<file path="config.mk">
export PLATFORM = sky130hd
export DESIGN_NAME = prhg_health_gate
export DESIGN_NICKNAME = d
export VERILOG_FILES = /design/src/design/prhg_pkg.sv /design/src/design/prhg_online_test.sv /design/src/design/prhg_health_gate.sv
export SDC_FILE = /design/constraint.sdc
export NUM_CORES = 1
export LEC_CHECK = 0
export BUFFER_PORTS_ARGS = -buffer_cell sky130_fd_sc_hd__buf_4
export CAP_MARGIN = 20
export CORE_MARGIN = 2
export CORE_UTILIZATION = 49
export CTS_CLUSTER_DIAMETER = 30
export DETAILED_ROUTE_END_ITERATION = 8
export GPL_ROUTABILITY_DRIVEN = 0
export PLACE_DENSITY_LB_ADDON = 0.3
export SYNTH_ARGS = -nofsm -noshare
export SYNTH_HDL_FRONTEND = slang
export SYNTH_SLANG_ARGS = --single-unit
</file>
<file path="constraint.sdc">
create_clock -name clk -period 3.1 [get_ports clk]
set_clock_uncertainty 0.1 [all_clocks]
set_input_delay 0.465 -clock clk [delete_from_list [all_inputs] [get_ports clk]]
set_output_delay 0.465 -clock clk [all_outputs]
set_load 0.1 [all_outputs]
</file>
<file path="src/design/prhg_pkg.sv">
/*
  Constants shared by the entropy health gate: test windows, limits,
  state encoding and reset values.
  Assumes a single 125 MHz system clock and synchronous reset.
*/
package prhg_pkg;
  // Total-failure check: length of a run of equal raw bits that counts as total failure
  localparam int TF_RUN_LIMIT = 32;
  // Online test window in raw bits and its ones-count acceptance band
  localparam int OT_WINDOW = 256;
  localparam int OT_ONES_MIN = 96;
  localparam int OT_ONES_MAX = 160;
  // Whitener: raw bits folded into one internal bit
  localparam int FOLD_BITS = 4;
  // Reset values
  localparam logic RST_FAIL = 1'b0;
  localparam logic RST_VALID = 1'b0;
  // Gray-coded gate states along start-up, run, then blocked
  typedef enum logic [1:0] {
    PRHG_STARTUP = 2'h0,
    PRHG_RUN = 2'h1,
    PRHG_BLOCKED = 2'h3
  } prhg_state_t;
endpackage

</file>
<file path="src/design/prhg_online_test.sv">
/*
  Continuous online test: counts ones in back-to-back windows of raw
  bits and reports a pass or a defect at the end of each window.
  Assumes raw bits arrive already synchronised, one per raw_valid.
*/
`timescale 1ns/10ps
module prhg_online_test #(
  parameter int WINDOW = prhg_pkg::OT_WINDOW,
  parameter int ONES_MIN = prhg_pkg::OT_ONES_MIN,
  parameter int ONES_MAX = prhg_pkg::OT_ONES_MAX
) (
  input wire logic clk,
  input wire logic sys_rst,
  input wire logic clk_en,
  input wire logic raw_valid,
  input wire logic raw_bit,
  output logic window_done,
  output logic window_fail
);
  localparam int CW = $clog2(WINDOW + 1);

  typedef struct packed {
    logic [CW-1:0] bits;
    logic [CW-1:0] ones;
    logic done;
    logic fail;
  } prhg_ot_t;

  prhg_ot_t r;
  prhg_ot_t next_r;
  logic [CW-1:0] ones_now;

  // Band must fit the window, else no window could ever pass
  if (WINDOW < 2 || ONES_MIN > ONES_MAX ||
      ONES_MAX > WINDOW) begin : g_bad_param
    $error("prhg_online_test: bad window or band");
  end

  // Window restarts itself, so the test never waits on a request
  always_comb begin
    next_r = r;
    ones_now = r.ones + CW'(raw_bit);
    next_r.done = 1'b0;
    next_r.fail = 1'b0;
    if (raw_valid) begin // see (RULE_06)
      if (r.bits == CW'(WINDOW - 1)) begin
        next_r.done = 1'b1;
        next_r.fail = (ones_now < CW'(ONES_MIN)) ||
                      (ones_now > CW'(ONES_MAX)); // see (RULE_04)
        next_r.bits = '0;
        next_r.ones = '0;
      end else begin
        next_r.bits = r.bits + CW'(1);
        next_r.ones = ones_now;
      end
    end
  end

  // State register
  always_ff @(posedge clk) begin
    if (sys_rst) begin
      r <= '0;
    end else if (clk_en) begin
      r <= next_r;
    end
  end

  assign window_done = r.done;
  assign window_fail = r.fail;
endmodule // prhg_online_test

</file>
<file path="src/design/prhg_health_gate.sv">
/*
  Health gate around a physical entropy source: total-failure check,
  online test, whitening and 8/16-bit word output.
  Assumes entropy_in is an asynchronous pin; the reader takes a word
  in any cycle rng_valid and clk_en are both high.
*/
`timescale 1ns/10ps
//Contract
// (RULE_01) Detect total entropy loss from the first raw bit onward.
// (RULE_02) After total failure, deliver no random words at all.
// (RULE_03) Drop any word built from raw bits after the failure.
// (RULE_04) Run the online statistical test at start-up and continuously.
// (RULE_05) Block output until start-up test passes; block again on defect.
// (RULE_06) Online test retriggers by itself, never on demand.
// (RULE_07) Output words are eight or sixteen bits wide.
// (RULE_08) Post-processing lifts per-bit entropy above 0.997.
// (RULE_09) Status flag shows failure-caused blocking until reset.
module prhg_health_gate #(
  parameter int RUN_LIMIT = prhg_pkg::TF_RUN_LIMIT,
  parameter int FOLD = prhg_pkg::FOLD_BITS
) (
  input wire logic clk,
  input wire logic sys_rst,
  input wire logic clk_en,
  input wire logic entropy_in,
  input wire logic word16_sel,
  output logic [15:0] rng_word,
  output logic rng_valid,
  output logic gate_open,
  output logic fail_flag
);
  localparam int RW = $clog2(RUN_LIMIT + 1);
  localparam int FW = $clog2(FOLD + 1);

  typedef struct packed {
    logic [2:0] sync;
    logic stable;
    logic prev;
    logic have_prev;
    logic [RW-1:0] run;
    logic [FW-1:0] fold_cnt;
    logic fold_acc;
    logic [15:0] shift;
    logic [4:0] nbits;
    prhg_pkg::prhg_state_t state;
    logic open;
    logic [15:0] word;
    logic valid;
    logic fail;
  } prhg_st_t;

  prhg_st_t r;
  prhg_st_t next_r;
  logic raw_valid;
  logic raw_bit;
  logic ot_done;
  logic ot_fail;
  logic total_fail;
  logic [4:0] need;

  // Counters cannot serve a run limit below two or an empty fold
  if (RUN_LIMIT < 2 || FOLD < 1) begin : g_bad_param
    $error("prhg_health_gate: bad run limit or fold");
  end

  // Raw bit counts once the last two sync stages agree
  assign raw_valid = clk_en && (r.sync[2] == r.sync[1]);
  assign raw_bit = r.sync[2];
  assign need = word16_sel ? 5'h10 : 5'h08; // see (RULE_07)

  prhg_online_test #(
    .WINDOW(prhg_pkg::OT_WINDOW),
    .ONES_MIN(prhg_pkg::OT_ONES_MIN),
    .ONES_MAX(prhg_pkg::OT_ONES_MAX)
  ) u_ot (
    .clk(clk),
    .sys_rst(sys_rst),
    .clk_en(clk_en),
    .raw_valid(raw_valid),
    .raw_bit(raw_bit),
    .window_done(ot_done),
    .window_fail(ot_fail)
  );

  // Stuck source shows as a run of equal bits; caught on the spot
  assign total_fail = raw_valid && r.have_prev && (raw_bit == r.prev) &&
                      (r.run == RW'(RUN_LIMIT - 1)); // see (RULE_01)

  always_comb begin
    next_r = r;
    next_r.sync = {r.sync[1:0], entropy_in};
    next_r.valid = 1'b0;
    if (raw_valid) begin
      next_r.have_prev = 1'b1;
      next_r.prev = raw_bit;
      if (r.have_prev && raw_bit == r.prev) begin
        if (r.run != RW'(RUN_LIMIT)) begin
          next_r.run = r.run + RW'(1);
        end
      end else begin
        next_r.run = RW'(1);
      end
      // XOR fold: trades raw rate for entropy per output bit
      if (r.fold_cnt == FW'(FOLD - 1)) begin // see (RULE_08)
        next_r.fold_cnt = '0;
        next_r.fold_acc = 1'b0;
        next_r.shift = {r.shift[14:0], r.fold_acc ^ raw_bit};
        if (r.nbits + 5'h01 >= need) begin
          next_r.nbits = 5'h00;
          // Word leaves only from an open gate with a clean source
          if (r.state == prhg_pkg::PRHG_RUN && !total_fail && !ot_fail) begin
            next_r.valid = 1'b1; // see (RULE_05)
            next_r.word = word16_sel ?
              {r.shift[14:0], r.fold_acc ^ raw_bit} :
              {8'h00, r.shift[6:0], r.fold_acc ^ raw_bit};
          end
        end else begin
          next_r.nbits = r.nbits + 5'h01;
        end
      end else begin
        next_r.fold_cnt = r.fold_cnt + FW'(1);
        next_r.fold_acc = r.fold_acc ^ raw_bit;
      end
    end
    // Gate state machine
    case (r.state)
      prhg_pkg::PRHG_STARTUP: begin
        if (total_fail || (ot_done && ot_fail)) begin
          next_r.state = prhg_pkg::PRHG_BLOCKED;
        end else if (ot_done) begin
          next_r.state = prhg_pkg::PRHG_RUN; // see (RULE_05)
          next_r.nbits = 5'h00; // Discard bits from before the pass
        end
      end
      prhg_pkg::PRHG_RUN: begin
        if (total_fail || ot_fail) begin
          next_r.state = prhg_pkg::PRHG_BLOCKED; // see (RULE_03)
        end
      end
      default: begin
        next_r.state = prhg_pkg::PRHG_BLOCKED; // see (RULE_02)
      end
    endcase
    // Flag is sticky: only reset clears it
    if (total_fail || ot_fail) begin
      next_r.fail = 1'b1; // see (RULE_09)
    end
    // Partial word may hold post-failure bits, so it is thrown away
    if (next_r.state == prhg_pkg::PRHG_BLOCKED) begin
      next_r.nbits = 5'h00; // see (RULE_03)
      next_r.word = 16'h0000;
    end
    // Gate output registered so the pin comes straight from a flop
    next_r.open = (next_r.state == prhg_pkg::PRHG_RUN); // see (RULE_05)
  end

  // State register, frozen while clk_en is low
  always_ff @(posedge clk) begin
    if (sys_rst) begin
      r <= '0;
      r.state <= prhg_pkg::PRHG_STARTUP;
      r.fail <= prhg_pkg::RST_FAIL;
      r.valid <= prhg_pkg::RST_VALID;
    end else if (clk_en) begin
      r <= next_r;
    end
  end

  assign rng_word = r.word;
  assign rng_valid = r.valid;
  assign gate_open = r.open;
  assign fail_flag = r.fail;
endmodule // prhg_health_gate

</file>
# Word level (Yosys, flattened, before mapping)
# Cells that the tools add are included.
# op_classes
reduce_logical,23
muxes,23
order_cmp,3
add_sub_neg,5
eq_ne,10
bitwise_logic,1
# ops
op,n
$mux 17,4
$mux 5,7
$mux 16,2
$mux 18,1
$mux 6,2
$add 9x1->9,1
$add 9x1->9 const B,1
$eq 9x8->1 const B,1
$gt 9x8->1 const B,1
$lt 9x7->1 const B,1
$logic_and 1x1->1,8
$mux 2,4
$reduce_bool 2->1,4
$mux 7,1
$add 6x1->6 const B,1
$eq 6x5->1 const B,1
$ne 6x6->1 const B,1
$reduce_and 3->1,2
$add 5x1->5 const B,1
$ge 5x5->1,1
$reduce_and 5->1,1
$eq 2x1->1 const B,2
$mux 4,1
$pmux 2 s2,1
10 further kinds,15
# word_totals
regBits,76
in_bits,5

# Logic depth before layout (Yosys ltp)
# logic_depth
depth_word,13
ltp_mapped,10

# Hierarchy
# From an unflattened synthesis, not the netlist that was laid out.
# unflattened
hier_cells,435
area_unflattened_um2,3721.1
# by_module_without_submodules
mod,cells_per_inst,n_inst,area_per_inst_um2
prhg_health_gate,308,1,2698.8
prhg_online_test,127,1,1022.2

# Worst setup path after synthesis
# No wires, ideal clock.
# synth_path
path_type,register to register
start,register r[21] (netlist name)
end,"register r, in the netlist rng_word[10]"
required_time_ps,2941
path_stages_with_launch,11
arrival_ps,2235
setup_time_ps,59
n_path_buf,1
slack_ps,706
synth_period_minus_slack_ps,2394
path_cell_list,dfxtp_1 -> ha_1 -> nand3_1 -> xnor2_1 -> ha_1 -> nand3_1 -> o221ai_1 -> and3_1 -> a211oi_4 -> buf_6 -> a22o_2
# synth_via
elab_chain_cells,4
# synth_lines
item,line_no,rtl
"start, declared",prhg_health_gate.sv:52,prhg_st_t r;
"start signal, assigned",prhg_health_gate.sv:165,r <= next_r;
$add 5x1->5,prhg_health_gate.sv:108,if (r.nbits + 5'h01 >= need) begin
$ge 5x5->1,prhg_health_gate.sv:108,
$reduce_bool 2->1 (no line),n/a,
$reduce_and 5->1 (no line),n/a,
# No other way between the ends.
# A chain may end at the register's enable or synchronous reset.

# Final worst setup path
# layout_path
start,register r[21] (netlist name)
end,"register r, in the netlist rng_word[15]"
# Same word-level chain as after synthesis.

==> run_results.csv <==
group,metric,value,unit
yosys,synthTopCellsByCount,"dfxtp_1 (76), nand2_1 (54), a21oi_1 (37)",
sta,setup_viol,0,
critical_path,crit_type,"reg2reg",
layout,final_cells,511,
place,dp_hpwl,4.52,mm
status,status,"finished, final reports clean",
drt,routedWlPerCell,12.9,um
yosys,synthCells,407,
pwr,leakage,1.40,nW
yosys,syn_avg_cell_area,8.65,um2
yosys,yosysSeqAreaShare,0.432,
die,io_pins,24,
hold_path,worstHoldStart,"entropy_in",
yosys,synth.area.top_cells,"dfxtp_1 (43%), nand2_1 (5.8%), a21oi_1 (5.3%)",
yosys,synth_enable_flop_cells,0,
critical_path,endpoint_kind,"register",
drt,drt_wl_total,6.61,mm
layout,nets,426,
pwr,p_per_area,471,mW/mm2
drt,dr_total_vias,2792,
job,maxCapViolCount,0,
clocking,root_buffer,"clkbuf_8",
layout,utilization,0.558,
die,core_area,0.00687,mm2
global_route,grt_start_max_net_pins,58,
die,num_rows,30,
die,die_x,88.8,um
critical_path,arrival,2740,ps
global_route,grt_pass1_vias,2580,
drt,firstDrtPassIters,6,
clocking,clk_latency,350,ps
place,dp_slack,571,ps
sta,slew_headroom,0.455,
layout,multi_input_area,0.00173,mm2
clocking,postCtsSetupRepairBufs,0,
yosys,yosys.area.top_type_share,0.432,
clocking,path_clk_slew,80,ps
yosys,ys_ff_latch,76,
yosys,synth-async-reset-ratio,0,
sta,drv_slew,0,
clocking,clock_path_buffers,2,
sta,hold_viol,0,
global_route,grt_first_pass_wirelength,11.3,mm
critical_path,worstSetupStartpoint,"r[21]$_SDFFE_PP0P_",
yosys,yosysWarnings,0,
clocking,numCtsBuffers,9,
global_route,grt-ovfl-total,0,
layout,final_layout_size_suffix_gt1_frac,0.164,
place,port_buffers,23,
sta,rsz0062_at_grt,"no",
critical_path,rr_worst_depth,10,
die,die_h,88.8,um
critical_path,start_kind,"register",
layout,nFillCells,653,
global_route,grtUsageTotal,0.184,
sta,period_share,0.834,
die,start_util,0.513,
pwr,peakVddDrop,0.000295,V
critical_path,r2r-end,"rng_word[15]$_SDFFE_PP0P_",
sta,setup_ws,515,ps
drt,viasPerCell,5.46,
sta,fin_worst_hold_slack,258,ps
yosys,synth.cell_area,0.00352,mm2
critical_path,crit_path_end,"rng_word[15]$_SDFFE_PP0P_",
clocking,cts_tree,"done",
clocking,post_cts_resized,0,
yosys,synth_top_area_cell,"dfxtp_1",
clocking,cts_sinks,76,
sta,period_needed,2590,ps
sta,tightest_slew,797,ps
layout,n_antenna_cell,0,
clocking,hold_buffers,0,
critical_path,r2r_setup_slack,510,ps
critical_path,required,3250,ps
drt,drtIter0Drc,190,
layout,area_growth,8.92,%
hold_path,hold_class,"in2reg",
die,die_area,0.00788,mm2
yosys,ys_types,50,
yosys,syn-num-nets,422,
drt,ant_nets,0,
place,numPlacedInstances,496,
drt,drt_drc_violations_left,0,
clocking,cts_max_level,3,
sta,fmaxAchievable,0.387,GHz
global_route,antenna_found_initial,0,
critical_path,crit_fanout,16,
sta,fin_tns_setup,0,ps
critical_path,r2r_start,"r[21]$_SDFFE_PP0P_",
yosys,synth.most_common_cell,"dfxtp_1",
yosys,yosys_most_used_dff,"dfxtp_1",
layout,seqCellArea,0.00152,mm2
metrics by stage:
step           area [um2]  power [W]
3_3_place_gp         3650    0.00110
3_5_place_dp         3650    0.00110
6_report             3830    0.00181
2_1_floorplan        3520    0.00108
4_1_cts              3830    0.00184
5_1_grt              3830    0.00188
area by class of cell:
class | instances | area share
multi-input combinational | 281 | 0.452
sequential | 76 | 0.397
timing repair buffer | 29 | 0.0568
clock buffer | 9 | 0.0323
tap | 96 | 0.0313
clock inverter | 6 | 0.0170
inverter | 14 | 0.0137
cell usage in the layout (no fill, tap or decap), types with 3 or more instances in the layout:
cell type   n
nor2_1     36
nand3b_1    5
nand3_1    14
o22ai_1     3
a22oi_1     5
xor2_1      7
a21oi_1    37
nor4_1      5
mux2i_1     4
clkbuf_8    9
nand2_1    54
buf_4      29
a22o_2     14
inv_1      14
and2_1      3
a21o_1      3
o21a_1      4
ha_1       10
nor3_1     10
nor2b_1     3
nand4_1     4
xnor2_1    11
or3_1       3
o21ai_0    15
dfxtp_1    76
state kept, by name, indices dropped and copies added, names as in the netlist:
signal            cells
r                    35
u_ot.r               18
rng_word             16
next_r                2
fail_flag             1
gate_open             1
rng_valid             1
u_ot.window_done      1
u_ot.window_fail      1
routing by layer:
metal | up-vias | part of all wire | GRT usage | wire length [um]
met5 | - | 0 | 0 | 0
met2 | 32 | 0.49 | 0.322 | 3210
met3 | 9 | 0.035 | 0.0569 | 229
met4 | 0 | 0.013 | 0.0647 | 88
met1 | 1331 | 0.47 | 0.210 | 3080
li1 | 1420 | - | - | -
critical path, stage by stage, from the launching register on:
cell      delay, ps
dfxtp_1         400
ha_1            250
nand3_1         110
xnor2_1         160
ha_1            320
nand3_1         110
o221ai_1        200
and3_1          270
a211oi_4         70
buf_4           220
a22o_2          260
worst min path at each step:
stage / to / slack, ps / cells past startpoint
2_1_floorplan: r[45]$_SDFFE_PP0P_ / 330 / 2
3_3_place_gp: r[45]$_SDFFE_PP0P_ / 340 / 2
3_5_place_dp: fail_flag$_SDFFE_PP0P_ / 340 / 2
4_1_cts: next_r[56]$_SDFFE_PP0P_ / 240 / 3
5_1_grt: next_r[56]$_SDFFE_PP0P_ / 260 / 3
6_report: next_r[56]$_SDFFE_PP0P_ / 260 / 3
logic make-up after synthesis:
group	count (synthesis)	share of synthesized area
AO/OA/AOI/OAI	97	0.189
XOR/XNOR	18	0.0448
adder cells (fa/ha/maj)	10	0.0355
buffers and inverters	50	0.0753
flip-flops	76	0.432
multiplexers	4	0.0114
AND/OR/NAND/NOR	152	0.212
report_power, final:
part	internal (W)	switching [W]
logic	0.0000269	0.0000554
registers	0.000985	0.00000861
clock network	0.000368	0.000364
Power figures use the tool's default switching activity.
